===== src/design/midi_uart_pkg.sv =====
/*
 * shared constants and carriers for the midi uart port emulation.
 * assumes a 100 MHz core clock and an isa-style byte-wide host bus.
 */
package midi_uart_pkg;
	localparam int unsigned CLK_HZ = 100_000_000;
	localparam int unsigned BAUD_HZ = 31_250;
	localparam int unsigned BIT_CYCLES = CLK_HZ / BAUD_HZ;
	localparam logic [9:0] BASE_DEFAULT = 10'h330;
	localparam int unsigned ADDR_W = 16;
	localparam int unsigned DECODE_W = 10;
	localparam logic OFFSET_DATA = 1'b0;
	localparam logic OFFSET_CMD = 1'b1;
	localparam int unsigned FIFO_DEPTH = 16;
	localparam int unsigned TXS_BIT = 6;
	localparam int unsigned RXS_BIT = 7;
	localparam logic [7:0] CMD_ENTER_UART = 8'h3F;
	localparam logic [7:0] CMD_LEAVE_UART = 8'hFF;
	localparam logic [7:0] ACK_BYTE = 8'hFE;
	localparam logic [7:0] REPLY_ZERO = 8'h00;
	localparam logic [7:0] CMD_AC = 8'hAC;
	localparam logic [7:0] REPLY_AC = 8'h15;
	localparam logic [7:0] CMD_AD = 8'hAD;
	localparam logic [7:0] REPLY_AD = 8'h01;
	localparam logic [7:0] CMD_AF = 8'hAF;
	localparam logic [7:0] REPLY_AF = 8'h64;
	localparam logic [7:0] CMD_AB = 8'hAB;
	localparam logic [4:0] CMD_A_GROUP = 5'h14;

	typedef struct packed {
		logic [15:0] addr;
		logic [7:0] wdata;
		logic wr;
		logic rd;
	} host_req_t;

	typedef enum logic [1:0] {
		TX_IDLE = 2'b00,
		TX_START = 2'b01,
		TX_DATA = 2'b11,
		TX_STOP = 2'b10
	} tx_state_t;

	typedef enum logic [1:0] {
		RX_IDLE = 2'b00,
		RX_START = 2'b01,
		RX_DATA = 2'b11,
		RX_STOP = 2'b10
	} rx_state_t;
endpackage


===== src/design/byte_fifo.sv =====
/*
 * synchronous byte fifo with valid/ready on both sides.
 * optional overwrite of the newest entry when full.
 */
module byte_fifo #(
	parameter int unsigned WIDTH = 8,
	parameter int unsigned DEPTH = 16
) (
	input wire logic core_clk_i,
	input wire logic rstn_i,
	input wire logic ce_i,
	input wire logic flush_i,
	input wire logic overwrite_i,
	input wire logic in_valid_i,
	output logic in_ready_o,
	input wire logic [WIDTH-1:0] in_data_i,
	output logic out_valid_o,
	input wire logic out_ready_i,
	output logic [WIDTH-1:0] out_data_o,
	output logic full_o,
	output logic empty_o
);
	localparam int unsigned AW = $clog2(DEPTH);
	logic [WIDTH-1:0] mem_reg [DEPTH];
	logic [AW-1:0] rd_ptr_reg;
	logic [AW-1:0] wr_ptr_reg;
	logic [AW:0] count_reg;
	logic push;
	logic pop;
	logic over;
	logic [AW-1:0] last_ptr;

	assign full_o = count_reg == (AW+1)'(DEPTH);
	assign empty_o = count_reg == '0;
	assign in_ready_o = !full_o || overwrite_i;
	assign out_valid_o = !empty_o;
	assign out_data_o = mem_reg[rd_ptr_reg];
	assign pop = out_valid_o && out_ready_i;
	assign push = in_valid_i && (!full_o || pop);
	assign over = in_valid_i && full_o && !pop && overwrite_i;
	assign last_ptr = (wr_ptr_reg == '0) ? AW'(DEPTH - 1) : wr_ptr_reg - AW'(1);

	always_ff @(posedge core_clk_i) begin
		if (ce_i && push)
			mem_reg[wr_ptr_reg] <= in_data_i;
		else if (ce_i && over)
			mem_reg[last_ptr] <= in_data_i;
	end

	always_ff @(posedge core_clk_i or negedge rstn_i) begin
		if (!rstn_i) begin
			rd_ptr_reg <= '0;
			wr_ptr_reg <= '0;
			count_reg <= '0;
		end else if (ce_i) begin
			if (flush_i) begin
				rd_ptr_reg <= '0;
				wr_ptr_reg <= '0;
				count_reg <= '0;
			end else begin
				if (push)
					wr_ptr_reg <= (wr_ptr_reg == AW'(DEPTH - 1)) ? '0 : wr_ptr_reg + AW'(1);
				if (pop)
					rd_ptr_reg <= (rd_ptr_reg == AW'(DEPTH - 1)) ? '0 : rd_ptr_reg + AW'(1);
				if (push && !pop)
					count_reg <= count_reg + (AW+1)'(1);
				else if (pop && !push)
					count_reg <= count_reg - (AW+1)'(1);
			end
		end
	end
endmodule


===== src/design/midi_uart_port.sv =====
/*
 * midi uart port emulation: two host byte locations, transmit and receive
 * fifos, a command monitor with acknowledges, and the 31.25k serial link.
 * assumes one-cycle host read/write strobes on core_clk_i; serial input is
 * asynchronous and synchronised here.
 */
// How it works
// - ten-bit decode of two locations, upper bits zero
// - offset 0 data, offset 1 command/status
// - sixteen-entry transmit and receive fifos
// - receive push raises host interrupt
// - data port read clears pending interrupt
// - receive fifo fed by serial and acknowledges
// - serial link fixed at 31.25k baud
// - one start, eight data, one stop
// - reset leaves interface in non-uart mode
// - non-uart mode drops data port writes
// - non-uart reads return last received byte
// - 3F enters uart mode, pushes FE
// - A0-A7/AB/AC/AD/AF push FE then reply
// - other non-uart commands push FE only
// - uart mode queues and sends transmit bytes
// - status bit 6 tracks transmit fifo
// - uart reads pop; full overwrites last entry
// - status bit 7 tracks receive fifo
// - FF returns to non-uart mode
// - other uart-mode commands ignored silently
module midi_uart_port #(
	parameter logic [9:0] MIDI_PORT_BASE = midi_uart_pkg::BASE_DEFAULT,
	parameter int unsigned FIFO_DEPTH = midi_uart_pkg::FIFO_DEPTH
) (
	input wire logic core_clk_i,
	input wire logic rstn_i,
	input wire logic ce_i,
	input wire midi_uart_pkg::host_req_t host_req_i,
	output logic [7:0] host_rdata_o,
	output logic host_sel_o,
	output logic irq_o,
	input wire logic serial_in_pin_i,
	output logic serial_out_pin_o,
	output logic uart_mode_o
);
	localparam int unsigned BC = midi_uart_pkg::BIT_CYCLES;
	localparam int unsigned HALF = BC / 2;
	logic hit;
	logic wr_data;
	logic wr_cmd;
	logic rd_data;
	logic rd_cmd;
	logic uart_mode_reg;
	logic irq_reg;
	logic [7:0] last_rx_reg;
	logic reply_pend_reg;
	logic [7:0] reply_reg;
	logic ack_push;
	logic [7:0] ack_byte;
	logic serial_push;
	logic [7:0] serial_byte;
	logic rx_in_valid;
	logic [7:0] rx_in_data;
	logic rx_out_valid;
	logic rx_pop;
	logic [7:0] rx_out_data;
	logic rx_empty;
	logic rx_in_ready;
	logic tx_out_valid;
	logic tx_pop;
	logic [7:0] tx_out_data;
	logic tx_full;
	logic is_reply_cmd;
	logic [7:0] reply_val;
	logic [7:0] cmd;

	// address decode, upper bits must be zero so no alias answers
	assign hit = host_req_i.addr[midi_uart_pkg::ADDR_W-1:midi_uart_pkg::DECODE_W] == '0 &&
		host_req_i.addr[9:1] == MIDI_PORT_BASE[9:1];
	assign wr_data = ce_i && hit && host_req_i.wr && host_req_i.addr[0] == midi_uart_pkg::OFFSET_DATA;
	assign wr_cmd = ce_i && hit && host_req_i.wr && host_req_i.addr[0] == midi_uart_pkg::OFFSET_CMD;
	assign rd_data = ce_i && hit && host_req_i.rd && host_req_i.addr[0] == midi_uart_pkg::OFFSET_DATA;
	assign rd_cmd = ce_i && hit && host_req_i.rd && host_req_i.addr[0] == midi_uart_pkg::OFFSET_CMD;
	assign host_sel_o = hit && (host_req_i.rd || host_req_i.wr);
	assign cmd = host_req_i.wdata;
	assign uart_mode_o = uart_mode_reg;
	assign irq_o = irq_reg;

	// command monitor decode of reply-producing commands
	always_comb begin
		is_reply_cmd = 1'b1;
		reply_val = midi_uart_pkg::REPLY_ZERO;
		if (cmd[7:3] == midi_uart_pkg::CMD_A_GROUP && !cmd[3] ||
				cmd == midi_uart_pkg::CMD_AB) begin
			reply_val = midi_uart_pkg::REPLY_ZERO;
		end else if (cmd == midi_uart_pkg::CMD_AC) begin
			reply_val = midi_uart_pkg::REPLY_AC;
		end else if (cmd == midi_uart_pkg::CMD_AD) begin
			reply_val = midi_uart_pkg::REPLY_AD;
		end else if (cmd == midi_uart_pkg::CMD_AF) begin
			reply_val = midi_uart_pkg::REPLY_AF;
		end else begin
			is_reply_cmd = 1'b0;
		end
	end

	// mode register
	always_ff @(posedge core_clk_i or negedge rstn_i) begin
		if (!rstn_i)
			uart_mode_reg <= 1'b0;
		else if (wr_cmd && !uart_mode_reg && cmd == midi_uart_pkg::CMD_ENTER_UART)
			uart_mode_reg <= 1'b1;
		else if (wr_cmd && uart_mode_reg && cmd == midi_uart_pkg::CMD_LEAVE_UART)
			uart_mode_reg <= 1'b0;
	end

	// acknowledge and queued reply; reply follows the ack in the next cycle free of ack and serial pushes
	assign ack_push = wr_cmd && !uart_mode_reg;
	assign ack_byte = midi_uart_pkg::ACK_BYTE;

	always_ff @(posedge core_clk_i or negedge rstn_i) begin
		if (!rstn_i) begin
			reply_pend_reg <= 1'b0;
			reply_reg <= 8'h00;
		end else if (ce_i) begin
			if (ack_push && is_reply_cmd) begin
				reply_pend_reg <= 1'b1;
				reply_reg <= reply_val;
			end else if (reply_pend_reg && !ack_push && !serial_push) begin
				reply_pend_reg <= 1'b0;
			end
		end
	end

	// receive fifo source mux: ack first, then serial, then pending reply
	always_comb begin
		rx_in_valid = 1'b0;
		rx_in_data = 8'h00;
		if (ack_push) begin
			rx_in_valid = 1'b1;
			rx_in_data = ack_byte;
		end else if (serial_push) begin
			rx_in_valid = 1'b1;
			rx_in_data = serial_byte;
		end else if (reply_pend_reg) begin
			rx_in_valid = ce_i;
			rx_in_data = reply_reg;
		end
	end

	// non-uart reads leave the fifo alone and show the last received byte
	assign rx_pop = rd_data && uart_mode_reg;

	byte_fifo #(.WIDTH(8), .DEPTH(FIFO_DEPTH)) rx_fifo (
		.core_clk_i(core_clk_i),
		.rstn_i(rstn_i),
		.ce_i(ce_i),
		.flush_i(1'b0),
		.overwrite_i(1'b1),
		.in_valid_i(rx_in_valid),
		.in_ready_o(rx_in_ready),
		.in_data_i(rx_in_data),
		.out_valid_o(rx_out_valid),
		.out_ready_i(rx_pop),
		.out_data_o(rx_out_data),
		.full_o(),
		.empty_o(rx_empty)
	);

	always_ff @(posedge core_clk_i or negedge rstn_i) begin
		if (!rstn_i)
			last_rx_reg <= 8'h00;
		else if (ce_i && rx_in_valid && rx_in_ready)
			last_rx_reg <= rx_in_data;
	end

	// interrupt: set on any push wins over the clearing read
	always_ff @(posedge core_clk_i or negedge rstn_i) begin
		if (!rstn_i)
			irq_reg <= 1'b0;
		else if (ce_i && rx_in_valid && rx_in_ready)
			irq_reg <= 1'b1;
		else if (rd_data)
			irq_reg <= 1'b0;
	end

	// read data register
	always_ff @(posedge core_clk_i or negedge rstn_i) begin
		if (!rstn_i) begin
			host_rdata_o <= 8'h00;
		end else if (rd_data) begin
			host_rdata_o <= uart_mode_reg ? (rx_out_valid ? rx_out_data : last_rx_reg) : last_rx_reg;
		end else if (rd_cmd) begin
			host_rdata_o <= 8'h00;
			host_rdata_o[midi_uart_pkg::RXS_BIT] <= rx_empty;
			host_rdata_o[midi_uart_pkg::TXS_BIT] <= tx_full;
		end
	end

	// transmit fifo: only uart-mode data writes enter; full drops the byte
	byte_fifo #(.WIDTH(8), .DEPTH(FIFO_DEPTH)) tx_fifo (
		.core_clk_i(core_clk_i),
		.rstn_i(rstn_i),
		.ce_i(ce_i),
		.flush_i(1'b0),
		.overwrite_i(1'b0),
		.in_valid_i(wr_data && uart_mode_reg),
		.in_ready_o(),
		.in_data_i(host_req_i.wdata),
		.out_valid_o(tx_out_valid),
		.out_ready_i(tx_pop),
		.out_data_o(tx_out_data),
		.full_o(tx_full),
		.empty_o()
	);

	// serial transmitter
	midi_uart_pkg::tx_state_t tx_state_reg;
	logic [$clog2(BC)-1:0] tx_cnt_reg;
	logic [2:0] tx_bit_reg;
	logic [7:0] tx_sh_reg;
	logic tx_tick;

	assign tx_tick = tx_cnt_reg == ($clog2(BC))'(BC - 1);
	assign tx_pop = ce_i && tx_state_reg == midi_uart_pkg::TX_IDLE && tx_out_valid;

	always_ff @(posedge core_clk_i or negedge rstn_i) begin
		if (!rstn_i) begin
			tx_state_reg <= midi_uart_pkg::TX_IDLE;
			tx_cnt_reg <= '0;
			tx_bit_reg <= '0;
			tx_sh_reg <= 8'h00;
			serial_out_pin_o <= 1'b1;
		end else if (ce_i) begin
			tx_cnt_reg <= (tx_state_reg == midi_uart_pkg::TX_IDLE || tx_tick) ? '0 : tx_cnt_reg + ($clog2(BC))'(1);
			case (tx_state_reg)
				midi_uart_pkg::TX_IDLE: begin
					serial_out_pin_o <= 1'b1;
					if (tx_out_valid) begin
						tx_sh_reg <= tx_out_data;
						serial_out_pin_o <= 1'b0;
						tx_state_reg <= midi_uart_pkg::TX_START;
					end
				end
				midi_uart_pkg::TX_START: begin
					if (tx_tick) begin
						serial_out_pin_o <= tx_sh_reg[0];
						tx_sh_reg <= {1'b0, tx_sh_reg[7:1]};
						tx_bit_reg <= '0;
						tx_state_reg <= midi_uart_pkg::TX_DATA;
					end
				end
				midi_uart_pkg::TX_DATA: begin
					if (tx_tick) begin
						if (tx_bit_reg == 3'd7) begin
							serial_out_pin_o <= 1'b1;
							tx_state_reg <= midi_uart_pkg::TX_STOP;
						end else begin
							serial_out_pin_o <= tx_sh_reg[0];
							tx_sh_reg <= {1'b0, tx_sh_reg[7:1]};
							tx_bit_reg <= tx_bit_reg + 3'd1;
						end
					end
				end
				midi_uart_pkg::TX_STOP: begin
					if (tx_tick)
						tx_state_reg <= midi_uart_pkg::TX_IDLE;
				end
				default: tx_state_reg <= midi_uart_pkg::TX_IDLE;
			endcase
		end
	end

	// serial receiver behind a two-stage synchroniser
	logic sync1_reg;
	logic sync2_reg;
	midi_uart_pkg::rx_state_t rx_state_reg;
	logic [$clog2(BC)-1:0] rx_cnt_reg;
	logic [2:0] rx_bit_reg;
	logic [7:0] rx_sh_reg;
	logic rx_done_reg;

	always_ff @(posedge core_clk_i or negedge rstn_i) begin
		if (!rstn_i) begin
			sync1_reg <= 1'b1;
			sync2_reg <= 1'b1;
		end else if (ce_i) begin
			sync1_reg <= serial_in_pin_i;
			sync2_reg <= sync1_reg;
		end
	end

	assign serial_push = rx_done_reg && ce_i;
	assign serial_byte = rx_sh_reg;

	always_ff @(posedge core_clk_i or negedge rstn_i) begin
		if (!rstn_i) begin
			rx_state_reg <= midi_uart_pkg::RX_IDLE;
			rx_cnt_reg <= '0;
			rx_bit_reg <= '0;
			rx_sh_reg <= 8'h00;
			rx_done_reg <= 1'b0;
		end else if (ce_i) begin
			rx_done_reg <= 1'b0;
			rx_cnt_reg <= rx_cnt_reg + ($clog2(BC))'(1);
			case (rx_state_reg)
				midi_uart_pkg::RX_IDLE: begin
					rx_cnt_reg <= '0;
					if (!sync2_reg)
						rx_state_reg <= midi_uart_pkg::RX_START;
				end
				midi_uart_pkg::RX_START: begin
					if (rx_cnt_reg == ($clog2(BC))'(HALF)) begin
						rx_cnt_reg <= '0;
						rx_bit_reg <= '0;
						rx_state_reg <= sync2_reg ? midi_uart_pkg::RX_IDLE : midi_uart_pkg::RX_DATA;
					end
				end
				midi_uart_pkg::RX_DATA: begin
					if (rx_cnt_reg == ($clog2(BC))'(BC - 1)) begin
						rx_cnt_reg <= '0;
						rx_sh_reg <= {sync2_reg, rx_sh_reg[7:1]};
						rx_bit_reg <= rx_bit_reg + 3'd1;
						if (rx_bit_reg == 3'd7)
							rx_state_reg <= midi_uart_pkg::RX_STOP;
					end
				end
				midi_uart_pkg::RX_STOP: begin
					if (rx_cnt_reg == ($clog2(BC))'(BC - 1)) begin
						rx_done_reg <= sync2_reg;
						rx_state_reg <= midi_uart_pkg::RX_IDLE;
					end
				end
				default: rx_state_reg <= midi_uart_pkg::RX_IDLE;
			endcase
		end
	end
endmodule


===== config.mk =====
export PLATFORM = sky130hd
export DESIGN_NAME = midi_uart_port
export DESIGN_NICKNAME = d
export VERILOG_FILES = /design/src/design/midi_uart_pkg.sv /design/src/design/byte_fifo.sv /design/src/design/midi_uart_port.sv
export SDC_FILE = /design/constraint.sdc
export NUM_CORES = 1
export LEC_CHECK = 0
export BUFFER_PORTS_ARGS = -buffer_cell sky130_fd_sc_hd__buf_2
export CAP_MARGIN = 25
export CORE_ASPECT_RATIO = 2
export CORE_MARGIN = 2
export CORE_UTILIZATION = 58
export CTS_BUF_LIST = sky130_fd_sc_hd__clkbuf_4
export DETAILED_ROUTE_END_ITERATION = 8
export HOLD_SLACK_MARGIN = 0.1
export PLACE_DENSITY = 0.81
export SETUP_SLACK_MARGIN = 0.2
export SYNTH_ARGS = -nofsm -noshare
export SYNTH_HDL_FRONTEND = slang
export SYNTH_SLANG_ARGS = --single-unit

===== constraint.sdc =====
create_clock -name core_clk_i -period 3.2 [get_ports core_clk_i]
set_input_delay 0.32 -clock core_clk_i [delete_from_list [all_inputs] [get_ports core_clk_i]]
set_output_delay 0.32 -clock core_clk_i [all_outputs]
set_load 0.1 [all_outputs]

Word-level counts from Yosys, hierarchy flattened
Memory sizes are Yosys's and may differ from the RTL's.
Index checks and enable logic that the tools add are counted.
W data, S select, Z words.

storage, ports and cells
  register bits = 107
  latch bits = 0
  RAM bits = 256
  bits in read-only memories = 0
  memories = 2

memories
  name             words  bits a word  read ports  clocked after Yosys merged registers in  wr ports  line             RTL
  rx_fifo.mem_reg  16     8            1           0                                        1         byte_fifo.sv:24  logic [WIDTH-1:0] mem_reg [DEPTH];
  tx_fifo.mem_reg  16     8            1           0                                        1         byte_fifo.sv:24

operators by class
  $add $sub $neg = 13
  $mul = 0
  div/mod/pow operators = 0
  order comparisons = 0
  eq/ne operators = 36
  shift operators = 0
  mux-type cells = 79
  bitwise logic cells = 1
  reduce and logical (&&, ||, !) cells = 84

operators with widths
  kind                     count
  $mux W8                  14
  $eq A8 B8 Y1 const B     5
  $logic_and A1 B1 Y1      36
  $mux W12                 3
  $pmux W12 S3             1
  $mux W1                  27
  $add A12 B1 Y12 const B  2
  $eq A12 B12 Y1 const B   2
  $mux W4                  6
  $pmux W8 S3              1
  $mux W2                  11
  $ne A2 B2 Y1 const B     11
  $mux W5                  4
  $reduce_and A6 Y1        3
  $add A4 B1 Y4 const B    4
  $eq A4 B4 Y1 const B     4
  $pmux W2 S4              2
  $reduce_and A2 Y1        8
  $reduce_bool A2 Y1       8
  $eq A5 B5 Y1 const B     3
  $mux W3                  5
  $mux W7                  2
  $eq A12 B11 Y1 const B   1
  $logic_not A1 Y1         12
  other kinds (22)         38

Logic depth before layout (Yosys ltp)
Gate-level depths: netlist of run 1.

  depth after elaboration = 15
  gate-level depth with buffers = 13

By module
A second synthesis of run 1 with hierarchy kept.

unflattened totals
  cell total of the unflattened synthesis = 1074
  area total of the unflattened synthesis = 16168.0 µm²

modules (own cells, without submodules)
  module          times used  cells an instance  area an instance (µm²)  seq. area each (µm²)
  byte_fifo       2           328                6073.3                  4169.0
  midi_uart_port  1           418                4021.4                  1930.6

Worst setup path after synthesis of run 1
No wires, ideal clock.

  path kind = reg-to-reg
  from = register uart_mode_reg (netlist: uart_mode_o)
  to = register rx_fifo.count_reg[4]
  setup time = 0.080 ns
  arrival = 3.656 ns
  data required time = 3.120 ns
  path slack = -0.536 ns
  cell stages (with the launch flop) = 13
  clock period less this slack = 3.736 ns
  cells stage by stage = dfrtp_1 -> and3b_1 -> nor4b_2 -> a21oi_1 -> nor2_1 -> ha_1 -> inv_1 -> ha_1 -> nor2b_1 -> o21a_1 -> or3_1 -> a21oi_1 -> xnor2_1

between the ends
  cells in the longest elaborated chain, start to end = 8
  elaborated cells on any way between the ends = 14
  classes of those cells = 2 x mux; 12 x reduce/logical

ends and longest elaborated chain
  element                                                         line                                          RTL
  from (decl)                                                     midi_uart_port.sv:50                          logic uart_mode_reg;
  from (signal assigned)                                          midi_uart_port.sv:107                         uart_mode_reg <= 1'b0;
  from (signal assigned)                                          midi_uart_port.sv:109                         uart_mode_reg <= 1'b1;
  from (signal assigned)                                          midi_uart_port.sv:111                         uart_mode_reg <= 1'b0;
  $logic_not A1 Y1 / $logic_and A1 B1 Y1 (equally long branches)  midi_uart_port.sv:115, midi_uart_port.sv:149
  $logic_and A1 B1 Y1, on equally long branches                   midi_uart_port.sv:115, byte_fifo.sv:38
  $mux W1 / $logic_or A1 B1 Y1 (equally long branches)            midi_uart_port.sv:136, byte_fifo.sv:39
  $logic_and A1 B1 Y1                                             byte_fifo.sv:39                               assign push = in_valid_i && (!full_o || pop);
  $logic_not A1 Y1                                                byte_fifo.sv:67                               else if (pop && !push)
  $logic_and A1 B1 Y1                                             byte_fifo.sv:67
  $reduce_bool A2 Y1 (no source line)                             --
  $reduce_and A2 Y1 (no source line)                              --
  to (signal assigned)                                            byte_fifo.sv:66                               count_reg <= count_reg + (AW+1)'(1);
  to (signal assigned)                                            byte_fifo.sv:68                               count_reg <= count_reg - (AW+1)'(1);
  to (decl)                                                       byte_fifo.sv:27                               logic [AW:0] count_reg;

Parallel ways exist; a longest one is shown, timed or not.
A chain may end at the register's enable or synchronous reset.

Worst setup path after layout of run 1
Ends and elaborated chain as after synthesis.

==> results of run 1 <==
[layer usage]
metal	vias to the layer above	routed length, um	GRT usage [%]
met4	2	1890	14.9
met5	-	11	0
li1	4360	-	-
met2	380	20000	48.7
met1	4781	10400	23.2
met3	121	1720	4.65
[synth_stat cells, drive strengths merged (5+ instances only)]
cell type / number / area share, %
buf: 13 / 0.54
nor2: 53 / 1.3
a21oi: 45 / 1.4
clkbuf: 33 / 0.79
and3: 9 / 0.36
mux2i: 12 / 0.77
mux2: 39 / 2.8
dfrtp: 100 / 16
xnor2: 18 / 1.0
a22oi: 14 / 0.67
inv: 36 / 0.86
mux4: 68 / 9.8
a211o: 5 / 0.28
or3: 5 / 0.20
o21ai: 46 / 1.5
nor2b: 7 / 0.28
nor3: 14 / 0.48
a22o: 5 / 0.28
a31oi: 5 / 0.20
nand2b: 5 / 0.20
nor4: 17 / 0.72
edfxtp: 256 / 49
nand4b: 5 / 0.28
nand4: 8 / 0.32
ha: 24 / 1.9
and2: 10 / 0.40
nand3: 27 / 0.86
xor2: 12 / 0.67
a21o: 12 / 0.57
o31ai: 7 / 0.37
nand2: 56 / 1.3
[power groups by stage]
stage                     combinational, mW  clock, mW  sequential, mW
after detailed placement              0.424          0            5.24
after CTS                             0.439       3.33            5.14
after floorplan                       0.282          0            5.21
after global placement                0.407          0            5.24
after global routing                  0.487       3.55            5.15
final                                 0.440       3.23            5.15
[layout make-up]
type                            count  area [um^2]  share of cell area [%]
Sequential cell                   359        10300                    57.5
Clock buffer                      111          833                    4.66
Clock inverter                     20         91.3                   0.511
Inverter                           36          135                   0.756
Multi-Input combinational cell    585         5150                    28.8
Antenna cell                        1         2.50                  0.0140
Timing Repair Buffer              129          953                    5.33
Tap cell                          348          435                    2.44
[stage by stage]
step                      setup slack [ps]  std cells  cell area [um^2]  setup TNS (ps)
after floorplan                      -39.1       1026             15700           -39.1
after global placement               -43.5       1437             16700           -82.7
after detailed placement              -120       1437             16700            -168
after CTS                              229       1584             17800               0
after global routing                   144       1589             17900               0
final                                  275       1589             17900               0
[timing repair]
action,in CTS,in global routing
setup buffers,2,4
hold buffers,14,0
endpoints found under the hold margin,233,0
resized for setup,4,8
pin swaps,2,4
endpoints found under the setup margin,3,37
[cell usage in the layout, fill, tap and decap left out, types with 6 or more instances in the layout]
master	count
inv_1	34
nor3_1	12
nor4_1	12
mux4_2	68
mux2_2	38
o21ai_1	13
and3_1	9
nand4_1	8
clkbuf_4	111
o21ai_0	33
xnor2_1	18
a21oi_1	43
nand3_1	27
nor2b_1	7
clkinv_1	12
ha_1	21
nand2_1	56
buf_4	71
dfrtp_1	97
a21o_1	12
xor2_1	12
nor2_1	52
edfxtp_1	256
and2_1	10
o31ai_1	6
a22oi_1	14
dlygate4sd3_1	14
mux2i_1	12
buf_2	40
[kinds of logic (layout without fill, tap and decap cells)]
logic type	Yosys count	in the layout	synth area share (%)
flip-flops	359	359	65.5
XOR/XNOR	30	30	1.68
multiplexers	119	119	13.3
buffers and inverters	82	296	2.20
AND/OR/NAND/NOR	239	239	8.11
other	0	1	0
adder cells (fa/ha/maj)	26	26	2.17
AO/OA/AOI/OAI	171	171	7.00
[worst min-delay path by stage]
stage          slack (ps)    from                     to
6_report              140  rstn_i   tx_fifo.count_reg[0]
3_3_place_gp          380  rstn_i  tx_fifo.wr_ptr_reg[2]
2_1_floorplan          20  rstn_i        host_rdata_o[0]
5_1_grt               180  rstn_i           tx_sh_reg[5]
4_1_cts               100  rstn_i   tx_fifo.count_reg[0]
3_5_place_dp          380  rstn_i  tx_fifo.wr_ptr_reg[3]
==> results.toml, run 1 <==
[sta]
hold_viol = 0
period_share_pct = 91.4
finalSetupViolations = 0
relSlewSlack_pct = 49.2
drv_slew = 0
rsz0062_at_grt = "yes"
worstMarginPinSlew_ps = 758
holdWs_ps = 144
period_needed_ps = 2920
fin_worst_skew_ps = 44.8
max_freq_mhz = 342

[grt]
track_usage_pct = 25.0
grt-ovfl-total = 0
grt_pass1_vias = 10100
antenna_found_initial = 2
grt_pass1_wl_um = 53100
grt_max_degree = 60

[critical_path]
regToRegSetupSlack_ps = 280
cp-endpoint = "rx_fifo.count_reg[4]"
reg2reg_depth = 11
start_kind = "flop"
r2r_start = "uart_mode_o"
slowest_stage = "dfrtp_4"
crit_path_end_kind = "flop"
cp_max_fo = 5
setup.worst_path.start = "uart_mode_o"
cpPeakStageDelay_ps = 510
critPathArrivalTime_ps = 3580
cp.depth = 11
crit_type = "reg -> reg"
path_cells = "or3_4 > o31a_1 > nor2_2 > ha_2 > inv_1 > ha_1 > nor2b_1 > o21a_1 > or3_1 > a21oi_2 > xnor2_1"
reg2reg_to = "rx_fifo.count_reg[4]"
crit_required_ps = 3860
worstPathBufferInverterCount = 1
crit_family = "simple AND/OR/NAND/NOR gates"

[routing]
drt_iter0_drc = 559
final_antenna_net_count = 0
drc = 0
drt-total-wl_um = 34100
vias_per_cell = 6.07
first_pass_iters = 5
vias = 9644
wl_per_cell_um = 21.4

[placement]
dpl.hpwl_um = 24800
place.gp.congestion = 0.890
io_buffers = 41

[power]
cellPowerDensity_nw_per_um2 = 493
switchingPower_mw = 1.97
seqPwrFrac_pct = 58.4
switching_share_pct = 22.3
p_leak_nw = 6.68
vdd_ir_drop_max_v = 0.000505
power_mw = 8.82
combPwrFrac_pct = 5.0
p_int_mw = 6.85
clkPwrFrac_pct = 36.7

[yosys]
synth_edf_count = 256
synthCells = 1026
synth_ff_type = "edfxtp_1"
ys.warnings.count = 0
synth_seq_cells = 359
avgSynthCellArea_um2 = 15.3
synth_cell_type_count = 73
synth_nets = 1082
async_flop_share_pct = 28.7
synth_seq_area_share_pct = 65.5
syn_area_um2 = 15700

[finish]
final_nets = 1240
fin_util_pct = 66.7
drive_above_1_share_pct = 30.2
fillers = 1842
area_growth_pct = 14.0

[clock_network]
clkSinkCount = 359
cts.clk_slew.worst_paths_ps = 80
cts_made_buffers = 73
cts_tree = "yes"
cts_root_buffer = "clkbuf_4"
clockBufferDepth = 3
htree_levels = 3
clkLatencyLatePin_ps = 750

[floorplanning]
num_rows = 85
core_um2 = 26800
initial_utilization_pct = 58.5
fp.dieH_um = 236
die_w_um = 120
die_area_um2 = 28400
boundaryPins = 42

[hold_path]
hp-class = "in -> async"

[outcome]
status = "finished clean"

[flow_run]
drv_cap = 0
(Power assumes the default switching activity.)
==> run 2: changes to the inputs <==
Settings changed: ABC_AREA set to 1, CAP_MARGIN 25 to unset.
==> run 2 against run 1 <==
Synthesized area up 1.8%. Setup slack improved by 120 ps. Via count grew 23%. Synthesized cell count grew 45%. Global-route usage increased by 3.0 points. Power rose by 29%. Count of clock-buffer cells in the layout up 3. Highest routed layer is now met4.
==> results.toml, run 2 <==
[finish]
fillers = 2084
area_growth_pct = 13.4
final_common_cell = "edfxtp_1"
finalInstanceArea_um2 = 18100
final_nets = 1684
final_cell_mix = "256 x edfxtp_1, 250 x nand2_1, 195 x nor2_1, 131 x o21ai_0, 114 x clkbuf_4"
drive_above_1_share_pct = 17.5

[clock_network]
htree_levels = 3
clockBufferDepth = 3
cts_root_buffer = "clkbuf_4"
cts.clk_slew.worst_paths_ps = 80
cts_made_buffers = 76
cts_tree = "yes"
clkSinkCount = 359
clkLatencyLatePin_ps = 780

[critical_path]
slowest_stage = "dlygate4sd3_1"
crit_path_end_kind = "flop"
path_cells = "buf_2 > dlygate4sd3_1 > nand3_2 > nor2_4 > dlygate4sd3_1 > nand3_4 > nand2_4 > buf_4 > inv_2 > nand3_1 > nand2_1 > nor2_4 > nand2_2 > nor2_1"
cp_max_fo = 8
reg2reg_to = "tx_fifo.count_reg[4]"
start_kind = "input port"
regToRegSetupSlack_ps = 400
crit_type = "in -> reg"
reg2reg_depth = 17
worstPathBufferInverterCount = 5
r2r_start = "tx_state_reg[1]"
crit_required_ps = 3580
cpPeakStageDelay_ps = 610
critPathArrivalTime_ps = 3180
crit_family = "buffers and inverters"

[sta]
drv_slew = 0
period_share_pct = 87.7
finalSetupViolations = 0
fin_worst_skew_ps = 54.6
period_needed_ps = 2810
relSlewSlack_pct = 47.0
holdWs_ps = 165
worstMarginPinSlew_ps = 793
rsz0062_at_grt = "yes"
hold_viol = 0
fin_ws_ps = 393
fin_tns_setup_ps = 0
max_freq_mhz = 356

[routing]
first_pass_iters = 7
wl_per_cell_um = 19.1
vias = 11900
vias_per_cell = 5.83
final_antenna_net_count = 0
drc = 0
drt-total-wl_um = 38900
drt_iter0_drc = 1164

[floorplanning]
num_rows = 85
die_w_um = 121
boundaryPins = 42
core_um2 = 27000
fp.dieH_um = 239
die_area_um2 = 28900
initial_utilization_pct = 59.1

[yosys]
syn_area_um2 = 16000
ys.warnings.count = 0
yosysMostFrequentCell = "edfxtp_1"
async_flop_share_pct = 28.7
synth_edf_count = 256
synth_cell_type_count = 59
yosys.area.top_type_share_pct = 48.2
synthTopCellsByCount = "256 x edfxtp_1, 250 x nand2_1, 197 x nor2_1"
synth_area_leaders = "edfxtp_1 48%, dfrtp_1 16%, nand2_1 5.9%, nor2_1 4.6%, o21ai_0 4.1%"
synth_nets = 1544
avgSynthCellArea_um2 = 10.7
yosys.area.top_type = "edfxtp_1"
synth_seq_cells = 359
synth_ff_type = "edfxtp_1"
synth_seq_area_share_pct = 64.4
synthCells = 1488

[power]
p_leak_nw = 7.25
vdd_ir_drop_max_v = 0.000410
power_mw = 11.4
cellPowerDensity_nw_per_um2 = 629

[placement]
dpl.hpwl_um = 26000
place_area_um2 = 16800
place.gp.congestion = 0.939
pre_cts_slack_ps = 210
io_buffers = 41

[hold_path]
whs_path_depth = 8
hp-class = "in -> reg"
holdPathEnd = "host_rdata_o[6]"
min-delay-start = "host_req_i[12]"

[grt]
grt_pass1_vias = 12200
grt_max_degree = 65
track_usage_pct = 28.0
grt-ovfl-total = 0
antenna_found_initial = 1
grt_pass1_wl_um = 61300

[flow_run]
drv_cap = 0

[outcome]
status = "finished clean"
## run 2: cell types whose count changed in the layout (fill, tap and decap cells not counted), moves of 31 or more
cell      delta
mux4_2      -68
o211ai_1    +31
nand2_1    +194
nand3_1     +81
nor2_1     +143
o21ai_0     +98
inv_1       +50
mux2_2      -38
## run 2: worst max-delay path by stage
stage	from	end	slack [ps]	cells past startpoint
6_report	ce_i	rx_fifo.mem_reg[9][5]	390	14
5_1_grt	tx_state_reg[1]	tx_fifo.count_reg[4]	130	17
4_1_cts	ce_i	rx_fifo.count_reg[4]	230	19
3_5_place_dp	host_req_i[21]	rx_fifo.count_reg[4]	210	20
3_3_place_gp	host_req_i[23]	rx_fifo.count_reg[4]	290	20
2_1_floorplan	uart_mode_o	rx_fifo.count_reg[4]	220	16
## run 2: cell families (layout without fill, tap and decap cells)
family	after synthesis	in the layout	synth area share [%]
fa+ha+maj	26	26	2.13
xor+xnor	13	13	0.714
simple gates	626	626	17.3
flops	359	359	64.4
other cells	0	1	0
compound gates	305	305	11.4
buf+inv	159	361	4.05
## run 2: worst reg2reg max path, cell delays in order (launching register included)
cell and delay, ps:
dfrtp_2 450, nor2_4 140, inv_1 70, nor2_2 160
o21ai_1 100, nor2_1 170, nand2_1 150, inv_2 130
ha_1 190, inv_1 110, fa_1 470, nand2_1 80
nand2_1 70, a21oi_2 140, nand2_1 60, nand2_1 60
nor2_1 50, xor2_1 130
## run 2: timing repair
| item | 4_1_cts | 5_1_grt |
|---|---|---|
| endpoints found under the hold margin | 250 | 0 |
| buffers inserted | 0 | 3 |
| gates resized for setup | 0 | 10 |
| endpoints found under the setup margin | 0 | 5 |
| hold buffers | 26 | 0 |
## run 2: layout make-up
cell class	instances	area, um^2	area share (%)
clock buffers	114	856	4.73
repair buffers	122	921	5.09
multi-input cells	970	5070	28.0
flip-flops and latches	359	10300	56.8
clock inverters	26	155	0.858
inverters	99	377	2.08
diodes	1	2.50	0.0138
well taps	348	435	2.41
## run 2: through the flow
stage                     utilization, %  instances
final                               66.9       2039
after global routing                66.9       2039
after CTS                           66.8       2036
after detailed placement            62.1       1870
after global placement              62.1       1870
after floorplan                        -       1488
## run 2: power breakdown
part / total [mW] / switching [mW] / internal [mW]
sequential: 5.40 / 0.211 / 5.19
combinational: 2.44 / 1.65 / 0.792
clock: 3.53 / 1.72 / 1.80
## run 2: layer usage
layer  vias up  track usage [%]  share of wire [%]
met5         -                0                  0
met4         0             20.9                7.7
met3       175             5.99                5.8
met2       495             50.3                 54
met1      5689             27.6                 33
li1       5534                -                  -
==> run 3: changes to the inputs <==
Settings changed: RECOVER_POWER set to 100.
==> run 3 against run 2 <==
Core utilization fell by 1.2 points. First-iteration DRC count shrank 3.8%. Design area fell by 1.8%. Count of clock-buffer cells in the layout is the same. Sequential cell count unchanged. Final cell count is the same. Die area did not move. Non-clock buffer count stayed put. Via count decreased by 0.34%. Largest power group unchanged.
==> results.toml, run 3 (synthesis results as in run 2) <==
[placement]
io_buffers = 41
dpl.hpwl_um = 26000
place_area_um2 = 16800
place.gp.congestion = 0.939
place_inst = 1870

[routing]
drt_iter0_drc = 1120
drc = 0
wl_per_cell_um = 19.1
vias_per_cell = 5.81
final_antenna_net_count = 0
vias = 11900
drt-total-wl_um = 38900
first_pass_iters = 5

[clock_network]
cts_made_buffers = 76
clockBufferDepth = 3
htree_levels = 3
clkLatencyLatePin_ps = 760
cts_tree = "yes"
cts.clk_slew.worst_paths_ps = 80
clkSinkCount = 359
cts_root_buffer = "clkbuf_4"

[sta]
period_needed_ps = 2960
drv_slew = 0
relSlewSlack_pct = 6.01
fin_worst_skew_ps = 46.2
max_freq_mhz = 338
fin_tns_setup_ps = 0
worstMarginPinSlew_ps = 1420
finalSetupViolations = 0
hold_viol = 0
holdWs_ps = 174
rsz0062_at_grt = "yes"
period_share_pct = 92.5

[finish]
instances_no_fill = 2039
drive_above_1_share_pct = 12.5
final_common_cell = "nand2_1"
fillers = 2166
final_nets = 1684
final_cell_mix = "258 x nand2_1, 256 x edfxtp_1, 198 x nor2_1, 143 x o21ai_0, 114 x clkbuf_4"
finalInstanceArea_um2 = 17800
multi_input_area_um2 = 4960
seq_area_um2 = 10300
area_growth_pct = 11.4

[floorplanning]
boundaryPins = 42
fp.dieH_um = 239
die_area_um2 = 28900
core_um2 = 27000
num_rows = 85
die_w_um = 121
initial_utilization_pct = 59.1

[flow_run]
drv_cap = 0

[critical_path]
cp_max_fo = 8
critPathArrivalTime_ps = 3330
crit_type = "in -> reg"
start_kind = "input port"
crit_path_end_kind = "flop"
crit_required_ps = 3570

[grt]
grt_pass1_vias = 12200
grt_pass1_wl_um = 61300
track_usage_pct = 28.0
grt-ovfl-total = 0
grt_max_degree = 65
antenna_found_initial = 1

[outcome]
status = "finished clean"

[power]
p_leak_nw = 6.97
vdd_ir_drop_max_v = 0.000410
cellPowerDensity_nw_per_um2 = 635
power_mw = 11.3

[hold_path]
hp-class = "in -> reg"
-- run 3: cell count changes in the layout (fill, tap and decap cells not counted), sizes merged --
cell / before / now
buf: 97 / 35
clkbuf: 114 / 176
-- run 3: layer usage --
| metal | global-route usage (%) | wire length (um) | up-vias |
|---|---|---|---|
| met5 | 0 | 0 | - |
| met4 | 20.9 | 3100 | 0 |
| met3 | 5.99 | 2280 | 180 |
| met2 | 50.3 | 20900 | 476 |
| met1 | 27.6 | 12700 | 5666 |
| li1 | - | - | 5530 |
-- run 3: area by class of cell --
cell class,count,area share (%)
Antenna cell,1,0.0141
Clock buffer,114,4.82
Clock inverter,26,0.873
Inverter,99,2.12
Multi-Input combinational cell,970,27.9
Sequential cell,359,57.8
Tap cell,348,2.45
Timing Repair Buffer,122,3.98
-- run 3: final timing paths --
check,start,to,cells after the start,slack (ps)
worst max-delay path,ce_i,rx_fifo.mem_reg[14][1],15,240
worst min-delay path,host_req_i[1],tx_fifo.wr_ptr_reg[0],5,170
worst max register to register,rx_fifo.rd_ptr_reg[0],host_rdata_o[7],8,310
worst min register to register,rx_fifo.count_reg[4],rx_fifo.count_reg[4],1,470
max in group asynchronous,rstn_i,rx_sh_reg[2],4,930
min in group asynchronous,rstn_i,tx_fifo.rd_ptr_reg[3],3,610
-- run 3: stage by stage --
step	utilization, %	setup WS [ps]
after floorplan	-	223
after global placement	62.1	288
after detailed placement	62.1	210
after CTS	66.8	231
after global routing	65.8	67.2
final	65.8	238
-- run 3: power by group --
| part | switching [mW] | internal, mW | total [mW] |
|---|---|---|---|
| logic | 1.62 | 0.743 | 2.36 |
| clock network | 1.72 | 1.80 | 3.53 |
| registers | 0.211 | 5.19 | 5.40 |
| total | 3.55 | 7.73 | 11.3 |
-- run 3: critical path: stages --
cell and delay, ps:
clkbuf_1 120, dlygate4sd3_1 590, nand3_1 220, nor2_4 160
dlygate4sd3_1 620, nand3_4 100, nand2_4 90, buf_4 130
nor2_4 60, nand2_1 60, nand2_1 70, inv_1 70
nand2_1 120, nor2_1 120, clkbuf_1 490
-- run 3: timing repair --
action / in CTS / in global routing
gates resized for setup: 0 / 10
hold endpoints to repair: 250 / 0
setup buffers: 0 / 3
hold buffers: 26 / 0
setup endpoints to repair: 0 / 5
